**src/rtl/ssnc_pkg.sv**
```systemverilog
// Constants, state codes and carrier types of the structured sequence number checker.
// Overview of operation
// - Start discards all; valid number goes unlocked.
// - Unlocked: invalid to start, out-of-order discarded.
// - Unlocked in-order cell accepted, becomes locked.
// - Locked in-order cell accepted, signalling update allowed.
// - Locked invalid number accepted, go after-bad, silently.
// - Locked gap accepted, gap flagged, go after-gap.
// - After-bad: misinsertion discarded, flagged, relock; invalid restarts.
// - After-bad: two ahead of good accepted, relock.
// - After-bad: other valid cell discarded, go unlocked.
// - After-gap: misinsertion discarded, flagged, relock; invalid restarts.
// - After-gap: loss inserts up to six dummies, relocks.
// - After-gap: two ahead of good accepted, relock.
// - After-gap: other valid cell discarded, go unlocked.
// - Dummies only follow the accepted out-of-order cell.
// - Dummy payload comes from user fill data.
package ssnc_pkg;

    // ------------------------------------------------------------
    // Sizes
    // ------------------------------------------------------------
    localparam int NUM_CONN = 16;                 // Connections tracked.
    localparam int CONN_W   = 4;                  // Connection index width.
    localparam int SN_W     = 3;                  // Sequence numbers count modulo eight.
    localparam int PAY_W    = 376;                // One 47-byte cell payload.

    // ------------------------------------------------------------
    // Counts and reset values
    // ------------------------------------------------------------
    localparam logic [SN_W-1:0] SN_STEP1 = 3'h1;  // One ahead.
    localparam logic [SN_W-1:0] SN_STEP2 = 3'h2;  // Two ahead.
    localparam logic [SN_W-1:0] MAX_LOST = 3'h6;  // Most dummies for one loss.
    localparam logic [SN_W-1:0] SN_RST   = 3'h0;  // Stored numbers after reset.

    // ------------------------------------------------------------
    // Checker states, one-hot
    // ------------------------------------------------------------
    typedef enum logic [5:0] {
        S_RESET  = 6'h01,
        S_START  = 6'h02,
        S_UNLOCK = 6'h04,
        S_LOCK   = 6'h08,
        S_BAD    = 6'h10,
        S_GAP    = 6'h20
    } ssnc_state_t;

    // Received cell as offered by the receive path.
    typedef struct packed {
        logic [CONN_W-1:0] conn;
        logic [SN_W-1:0]   sn;
        logic              sn_ok;
        logic [PAY_W-1:0]  payload;
    } ssnc_cell_t;

    // Cell handed to the reassembly buffer writer.
    typedef struct packed {
        logic [CONN_W-1:0] conn;
        logic [PAY_W-1:0]  payload;
        logic              dummy;
        logic              cas_ok;
    } ssnc_out_t;

endpackage : ssnc_pkg

```
**src/rtl/ssnc_fsm.sv**
```systemverilog
// Structured-mode sequence number checker with dummy cell insertion and output buffer.
module ssnc_fsm (
    input  wire logic                       mclk,
    input  wire logic                       arst_n,
    input  wire logic                       in_valid,
    input  wire ssnc_pkg::ssnc_cell_t       in_cell,
    output logic                            in_ready,
    input  wire logic [ssnc_pkg::PAY_W-1:0] fill_data,
    output logic                            out_valid,
    input  wire logic                       out_ready,
    output ssnc_pkg::ssnc_out_t             out_cell,
    output logic                            discard_flag,
    output logic                            seq_gap_flag,
    output logic                            misinsert_flag,
    output logic                            lost_cell_flag,
    output logic [ssnc_pkg::SN_W-1:0]       lost_count
);

    // ------------------------------------------------------------
    // Per-connection memory
    // ------------------------------------------------------------
    ssnc_pkg::ssnc_state_t           st_mem   [ssnc_pkg::NUM_CONN]; // Checker state.
    logic [ssnc_pkg::SN_W-1:0]       rx_mem   [ssnc_pkg::NUM_CONN]; // Last received number.
    logic [ssnc_pkg::SN_W-1:0]       good_mem [ssnc_pkg::NUM_CONN]; // Last good number.
    logic                            boot;                          // First cycle after reset.

    // ------------------------------------------------------------
    // Emitter and buffer state
    // ------------------------------------------------------------
    logic                            pend;       // A decided cell waits to be emitted.
    ssnc_pkg::ssnc_cell_t            pend_cell;  // The accepted cell itself.
    logic                            pend_cas;   // Signalling update allowed for it.
    logic [ssnc_pkg::SN_W-1:0]       dum_left;   // Dummies still to be emitted first.
    ssnc_pkg::ssnc_out_t             skid;       // Second buffer entry.
    logic                            skid_v;     // Second entry holds a word.

    // ------------------------------------------------------------
    // Decode of the offered cell
    // ------------------------------------------------------------
    wire logic                       take      = in_valid & in_ready;
    wire ssnc_pkg::ssnc_state_t      cur_st    = st_mem[in_cell.conn];
    wire logic [ssnc_pkg::SN_W-1:0]  lrx       = rx_mem[in_cell.conn];
    wire logic [ssnc_pkg::SN_W-1:0]  lgd       = good_mem[in_cell.conn];
    wire logic [ssnc_pkg::SN_W-1:0]  rx_next   = lrx + ssnc_pkg::SN_STEP1;
    wire logic [ssnc_pkg::SN_W-1:0]  gd_next   = lgd + ssnc_pkg::SN_STEP1;
    wire logic [ssnc_pkg::SN_W-1:0]  gd_next2  = lgd + ssnc_pkg::SN_STEP2;
    wire logic [ssnc_pkg::SN_W-1:0]  gap_cnt   = in_cell.sn - lgd - ssnc_pkg::SN_STEP2;
    wire logic                       ok        = in_cell.sn_ok;
    wire logic                       seq_rx    = ok & (in_cell.sn == rx_next);
    wire logic                       seq_gd    = ok & (in_cell.sn == gd_next);
    wire logic                       ahead2    = ok & (in_cell.sn == gd_next2);
    // The loss count saturates: more than six missing cells cannot be told apart.
    wire logic [ssnc_pkg::SN_W-1:0]  lost_calc = (gap_cnt > ssnc_pkg::MAX_LOST) ?
                                                 ssnc_pkg::MAX_LOST : gap_cnt;

    // ------------------------------------------------------------
    // Decision for one cell
    // ------------------------------------------------------------
    ssnc_pkg::ssnc_state_t           next_st;    // State after this cell.
    logic                            acc;        // Cell goes to reassembly.
    logic                            gap_err;    // Sequence gap seen.
    logic                            mis_err;    // Misinsertion seen.
    logic                            lost_err;   // Cell loss seen.
    logic                            cas;        // Signalling update allowed.
    logic                            upd_good;   // Store number as last good.
    logic [ssnc_pkg::SN_W-1:0]       n_dummy;    // Dummies to insert before cell.

    // One case per state; every valid number also becomes the last received one.
    always_comb begin
        next_st  = cur_st;
        acc      = 1'b0;
        gap_err  = 1'b0;
        mis_err  = 1'b0;
        lost_err = 1'b0;
        cas      = 1'b0;
        upd_good = 1'b0;
        n_dummy  = '0;
        unique case (cur_st)
            ssnc_pkg::S_START: begin
                // Hunting: nothing is passed, a valid number seeds both histories.
                if (ok) begin
                    next_st  = ssnc_pkg::S_UNLOCK;
                    upd_good = 1'b1;
                end
            end
            ssnc_pkg::S_UNLOCK: begin
                if (!ok) begin
                    next_st = ssnc_pkg::S_START;
                end else if (seq_rx) begin
                    acc     = 1'b1;
                    next_st = ssnc_pkg::S_LOCK;
                end
                upd_good = ok;
            end
            ssnc_pkg::S_LOCK: begin
                // Locked cells always go through; the follow-up state, gap flag and signalling update differ.
                acc = 1'b1;
                if (!ok) begin
                    next_st = ssnc_pkg::S_BAD;
                end else if (seq_rx) begin
                    cas      = 1'b1;
                    upd_good = 1'b1;
                end else begin
                    gap_err = 1'b1;
                    next_st = ssnc_pkg::S_GAP;
                end
            end
            ssnc_pkg::S_BAD: begin
                if (!ok) begin
                    next_st = ssnc_pkg::S_START;
                end else if (seq_gd) begin
                    mis_err = 1'b1;
                    next_st = ssnc_pkg::S_LOCK;
                end else if (ahead2) begin
                    acc     = 1'b1;
                    next_st = ssnc_pkg::S_LOCK;
                end else begin
                    next_st = ssnc_pkg::S_UNLOCK;
                end
                upd_good = ok;
            end
            ssnc_pkg::S_GAP: begin
                if (!ok) begin
                    next_st = ssnc_pkg::S_START;
                end else if (seq_gd) begin
                    mis_err = 1'b1;
                    next_st = ssnc_pkg::S_LOCK;
                end else if (seq_rx) begin
                    // The gap cell was already passed; dummies go after it.
                    lost_err = 1'b1;
                    n_dummy  = lost_calc;
                    acc      = 1'b1;
                    next_st  = ssnc_pkg::S_LOCK;
                end else if (ahead2) begin
                    acc     = 1'b1;
                    next_st = ssnc_pkg::S_LOCK;
                end else begin
                    next_st = ssnc_pkg::S_UNLOCK;
                end
                upd_good = ok;
            end
            ssnc_pkg::S_RESET: begin
                // Only seen if a cell races the boot cycle, which in_ready prevents.
                next_st = ssnc_pkg::S_START;
            end
            default: begin
                // A corrupted code falls back to hunting.
                next_st = ssnc_pkg::S_START;
            end
        endcase
    end

    // ------------------------------------------------------------
    // Emitter: dummies first, then the cell
    // ------------------------------------------------------------
    wire logic                       buf_rdy   = ~skid_v;
    wire logic                       push_dum  = dum_left != '0;
    wire logic                       push_fire = pend & buf_rdy;
    wire ssnc_pkg::ssnc_out_t        push_data = push_dum ?
        ssnc_pkg::ssnc_out_t'{conn: pend_cell.conn, payload: fill_data, dummy: 1'b1,
                              cas_ok: 1'b0} :
        ssnc_pkg::ssnc_out_t'{conn: pend_cell.conn, payload: pend_cell.payload,
                              dummy: 1'b0, cas_ok: pend_cas};
    wire logic                       next_pend = take ? acc :
                                                 (pend & ~(push_fire & ~push_dum));

    // Checker memory; reset puts every connection in the reset state.
    always_ff @(posedge mclk or negedge arst_n) begin
        if (!arst_n) begin
            for (int i = 0; i < ssnc_pkg::NUM_CONN; i++) begin
                st_mem[i]   <= ssnc_pkg::S_RESET;
                rx_mem[i]   <= ssnc_pkg::SN_RST;
                good_mem[i] <= ssnc_pkg::SN_RST;
            end
        end else if (boot) begin
            for (int i = 0; i < ssnc_pkg::NUM_CONN; i++) begin
                st_mem[i] <= ssnc_pkg::S_START;
            end
        end else if (take) begin
            st_mem[in_cell.conn] <= next_st;
            if (ok) begin
                rx_mem[in_cell.conn] <= in_cell.sn;
            end
            if (upd_good) begin
                good_mem[in_cell.conn] <= in_cell.sn;
            end
        end
    end

    // Boot marker and ready; ready stays low while a cell is being emitted.
    always_ff @(posedge mclk or negedge arst_n) begin
        if (!arst_n) begin
            boot     <= 1'b1;
            in_ready <= 1'b0;
        end else begin
            boot     <= 1'b0;
            in_ready <= ~next_pend;
        end
    end

    // Pending cell and dummy countdown.
    always_ff @(posedge mclk or negedge arst_n) begin
        if (!arst_n) begin
            pend      <= 1'b0;
            pend_cell <= '0;
            pend_cas  <= 1'b0;
            dum_left  <= '0;
        end else begin
            pend <= next_pend;
            if (take) begin
                pend_cell <= in_cell;
                pend_cas  <= cas;
                dum_left  <= n_dummy;
            end else if (push_fire && push_dum) begin
                dum_left <= dum_left - ssnc_pkg::SN_STEP1;
            end
        end
    end

    // Event pulses, one cycle after the cell is taken.
    always_ff @(posedge mclk or negedge arst_n) begin
        if (!arst_n) begin
            discard_flag   <= 1'b0;
            seq_gap_flag   <= 1'b0;
            misinsert_flag <= 1'b0;
            lost_cell_flag <= 1'b0;
            lost_count     <= '0;
        end else begin
            discard_flag   <= take & ~acc;
            seq_gap_flag   <= take & gap_err;
            misinsert_flag <= take & mis_err;
            lost_cell_flag <= take & lost_err;
            lost_count     <= take ? n_dummy : '0;
        end
    end

    // ------------------------------------------------------------
    // Two-entry output buffer
    // ------------------------------------------------------------
    // The head register drives the port; the skid entry catches a word pushed
    // during a stall, and its fullness alone stalls the emitter.
    always_ff @(posedge mclk or negedge arst_n) begin
        if (!arst_n) begin
            out_valid <= 1'b0;
            out_cell  <= '0;
            skid_v    <= 1'b0;
            skid      <= '0;
        end else if (!out_valid || out_ready) begin
            if (skid_v) begin
                out_cell  <= skid;
                out_valid <= 1'b1;
                skid_v    <= 1'b0;
            end else begin
                out_valid <= push_fire;
                if (push_fire) begin
                    out_cell <= push_data;
                end
            end
        end else if (push_fire) begin
            skid   <= push_data;
            skid_v <= 1'b1;
        end
    end

    // ------------------------------------------------------------
    // Checks
    // ------------------------------------------------------------
    property p_boot;
        @(posedge mclk) disable iff (!arst_n) boot |=> !boot && in_ready;
    endproperty
    a_boot: assert property (p_boot) else $error("Not ready after boot");

    property p_start;
        @(posedge mclk) disable iff (!arst_n)
            take && cur_st == ssnc_pkg::S_START |=> discard_flag;
    endproperty
    a_start: assert property (p_start) else $error("Start passed a cell");

    property p_unl_drop;
        @(posedge mclk) disable iff (!arst_n)
            take && cur_st == ssnc_pkg::S_UNLOCK && !seq_rx |=> discard_flag && in_ready;
    endproperty
    a_unl_drop: assert property (p_unl_drop) else $error("Unlocked kept bad cell");

    property p_unl_acc;
        @(posedge mclk) disable iff (!arst_n)
            take && cur_st == ssnc_pkg::S_UNLOCK && seq_rx |=> !discard_flag ##1 out_valid;
    endproperty
    a_unl_acc: assert property (p_unl_acc) else $error("Unlocked lost good cell");

    property p_lock_cas;
        @(posedge mclk) disable iff (!arst_n)
            take && cur_st == ssnc_pkg::S_LOCK && seq_rx |=> pend && pend_cas;
    endproperty
    a_lock_cas: assert property (p_lock_cas) else $error("No signalling update");

    property p_lock_bad;
        @(posedge mclk) disable iff (!arst_n)
            take && cur_st == ssnc_pkg::S_LOCK && !ok |=> !discard_flag && !seq_gap_flag;
    endproperty
    a_lock_bad: assert property (p_lock_bad) else $error("Locked bad number wrong");

    property p_lock_gap;
        @(posedge mclk) disable iff (!arst_n)
            take && cur_st == ssnc_pkg::S_LOCK && ok && !seq_rx |=> seq_gap_flag && pend;
    endproperty
    a_lock_gap: assert property (p_lock_gap) else $error("Gap not flagged");

    property p_misins;
        @(posedge mclk) disable iff (!arst_n)
            take && cur_st == ssnc_pkg::S_BAD && seq_gd |=> misinsert_flag && discard_flag;
    endproperty
    a_misins: assert property (p_misins) else $error("Misinsertion missed");

    property p_lost;
        @(posedge mclk) disable iff (!arst_n)
            take && cur_st == ssnc_pkg::S_GAP && seq_rx && !seq_gd
            |=> lost_cell_flag && lost_count == $past(lost_calc) && dum_left == lost_count;
    endproperty
    a_lost: assert property (p_lost) else $error("Lost count wrong");

    property p_fill;
        @(posedge mclk) disable iff (!arst_n)
            out_valid && out_cell.dummy |-> !out_cell.cas_ok && out_cell.payload == fill_data;
    endproperty
    a_fill: assert property (p_fill) else $error("Dummy cell malformed");

endmodule : ssnc_fsm

```
**config.mk**
```make
export PLATFORM = sky130hd
export DESIGN_NAME = ssnc_fsm
export DESIGN_NICKNAME = d
export VERILOG_FILES = /design/src/rtl/ssnc_pkg.sv /design/src/rtl/ssnc_fsm.sv
export SDC_FILE = /design/constraint.sdc
export NUM_CORES = 2
export LEC_CHECK = 0
export ABC_AREA = 1
export BUFFER_PORTS_ARGS = -buffer_cell sky130_fd_sc_hd__buf_2
export CORE_AREA = 4 4 453 455
export CTS_BUF_LIST = sky130_fd_sc_hd__clkbuf_2 sky130_fd_sc_hd__clkbuf_4 sky130_fd_sc_hd__clkbuf_8
export DETAILED_ROUTE_END_ITERATION = 8
export DIE_AREA = 0 0 457 459
export PLACE_DENSITY = 0.48
export SLEW_MARGIN = 20
export SYNTH_ARGS = -nofsm -noshare
export SYNTH_HDL_FRONTEND = slang
export SYNTH_SLANG_ARGS = --single-unit
```
**constraint.sdc**
```tcl
create_clock -name mclk -period 5.1 [get_ports mclk]
set_input_delay 0.51 -clock mclk [delete_from_list [all_inputs] [get_ports mclk]]
set_output_delay 0.51 -clock mclk [all_outputs]
set_load 0.1 [all_outputs]
```
==> results.ini <==
[sta]
relSlewSlack=0.149
grt_setup_unrepaired=false
slew_viol_final=0
max_freq_mhz=294
post-route-period-util=0.667
setup_violations=0
finalHoldViolCount=0
finalCriticalPeriod_ns=3.40
worstMarginPinSlew_ns=1.26
fin_skew_ns=0.0990
fin_tns_setup_ns=0

[routing]
dr.pass1.iters=6
drt_wl_total_um=255000
vias=58100
initialDrtViolationCount=4592
viasPerCell=4.80
wl_per_cell_um=21.1
drc=0
detail-route-antenna-nets=0

[finish]
fin_util=0.401
layout-drive-gt1-share=0.201
fillers=20500
area_delta_synth_final_pct=34.8
nets=10000

[clocking]
clock_latency_ns=1.00
ctsResizeCount=0
postCtsSetupBuffers=0
ctsRootBufferMaster=clkbuf_8
cts_tree=built
clock_path_buffers=4
cts_sinks=1352
htree_levels=5
clk_pin_slew_ns=0.06
cts-buffers-inserted=274

[synth]
synthTopCellsByCount=nand2_1 (2860), dfrtp_1 (1335), o21ai_0 (1005)
synthDistinctLibCells=34
netlist_area_mm2=0.0599
yosys_warnings=0
async_flop_share=1.00
yosysMostFrequentCell=nand2_1
synthCells=7492
synth_area_per_cell_um2=7.99
netlist_top_cells_area=dfrtp_1 (56%), nand2_1 (18%), o21ai_0 (8.4%)
synth_nets=8263
synth-main-ff-cell=dfrtp_1
ys_seq_area_frac=0.565
synth.top_cell.area_share=0.558
synth_enable_flop_cells=0
ys_ff_latch=1352
netlist.top_cell.by_area=dfrtp_1

[critical_path]
critPathSlowestCell=dlygate4sd3_1
crit_family=simple AND/OR/NAND/NOR gates
slowest_delay_ns=0.57
path_class=in2reg
crit_top_cell=nand2_1
arrival_ns=4.26
cp_max_fo=64
cp.required_ns=5.96
cp-start-kind=primary input
crit_path_end_kind=flip-flop
crit_chain=dlygate4sd3_1, buf_2, inv_1, nor2_1, buf_4, inv_1, a31oi_1, or4_1, ha_1, xor2_1, nand2_1, and2_1, nor2_4, nand2_2, nand2_4, nand3_1, nand2_1, nand2_1
cp_num_buf_inv=5

[worst_hold_path]
hold_path.class=in2reg

[grt]
met3_usage=0.0626
grt_use_met2=0.373
grt_pass1_vias=57900
busiest_layer=met2
grt_max_degree=182
grt_usage=0.235
grt_antenna_before_repair=46
met1_usage=0.300
gr-total-overflow=0
grt_pass1_wl_um=379000

[place]
gp_congestion=0.882
post-dp-hpwl_um=172000
io_buffers=1154

[die]
die_w_um=457
die_h_um=459
row_count=165
dieArea_mm2=0.210
design.core.area_mm2=0.201
initial_utilization=0.298
num_io_pins=1155

[power_and_ir_drop]
power_density_mw_per_mm2=697
leakage_nw=40.8
ir_drop_uv=384

[run_status]
status=complete, no violations

[run]
max_cap_viol_count=0

==> worst paths after layout <==
path,from,end,slack [ns],cells after the start
worst min register to register,st_mem[0],st_mem[0],0.45,2
worst min-delay path,fill_data[372],skid[374],0.09,6
worst max register to register,rx_mem[46],good_mem[16],1.84,13
min in group asynchronous,arst_n,good_mem[3],0.14,2
worst max-delay path,in_cell[383],good_mem[16],1.70,18
max in group asynchronous,arst_n,pend_cell[206],3.55,3
==> power by group <==
part	internal [mW]	switching, mW
clock network	6.47	4.83
logic	5.41	22.1
registers	15.2	2.28
total	27.1	29.2
==> layout make-up <==
class	count	area [um^2]	share of cell area
sequential	1352	33900	0.419
multi-input combinational	5328	22900	0.284
timing repair buffer	1952	13900	0.172
clock buffer	413	5100	0.0631
tap	2672	3340	0.0414
inverter	328	1270	0.0157
clock inverter	28	253	0.00313
antenna	34	85.1	0.00105
==> stage by stage <==
step	area (um^2)	hold slack [ns]	power, mW	worst slack (ns)	std cells
floorplan	59900	0.214	36.9	1.92	7492
global placement	68100	0.443	44.4	0.862	10900
detailed placement	68100	0.445	44.7	0.748	10900
CTS	80600	0.00201	56.8	1.80	12100
global route	80700	0.0279	59.6	1.45	12100
finish	80700	0.0875	56.3	1.70	12100
==> routing by layer <==
layer,share of wire,up-vias
met5,0.00041,-
met3,0.071,604
met2,0.46,1968
met4,0.052,16
met1,0.42,28200
li1,-,27400
==> tightest hold or removal path: stages <==
cell	delay, ns
buf_2	0.08
nand2_1	0.04
o21ai_0	0.10
buf_4	0.15
nand2_1	0.05
nand2_1	0.05
==> cells in the final DEF (no fill, tap or decap), types with 55 or more instances in the layout <==
cell	synthesis	routed
a21oi_1	610	610
buf_2	22	1153
buf_4	7	55
clkbuf_4	0	94
clkbuf_8	0	319
dfrtp_1	1335	1334
dlygate4sd3_1	0	717
inv_1	315	313
nand2_1	2860	2858
nand4_1	55	55
nor2_1	537	534
o21ai_0	1005	1004
or2_2	152	152
==> logic make-up (layout without fill, tap and decap cells) <==
family                     after synthesis  in the layout  synth area share
other                                    1             35         0.0000626
AOI/OAI and AO/OA                     1639           1639             0.138
adders and majority gates                7              7           0.00146
buffers and inverters                  812           2721            0.0525
and+or+nand+nor                       3678           3678             0.242
xor gates and xnor gates                 3              3          0.000439
DFF                                   1352           1352             0.565
==> timing repair <==
item / CTS / global route
hold endpoints to repair: 1106 / 0
hold buffers: 717 / 0
setup endpoints to repair: 0 / 0
==> registers in the layout, indices dropped and copies added, names as in the netlist <==
signal / count
out_cell: 382
skid: 382
pend_cell: 380
st_mem: 96
good_mem: 48
rx_mem: 48
dum_left: 3
lost_count: 3
boot: 1
discard_flag: 1
in_ready: 1
lost_cell_flag: 1
misinsert_flag: 1
out_valid: 1
pend: 1
pend_cas: 1
seq_gap_flag: 1
skid_v: 1
Power figures use the tool's default switching activity.
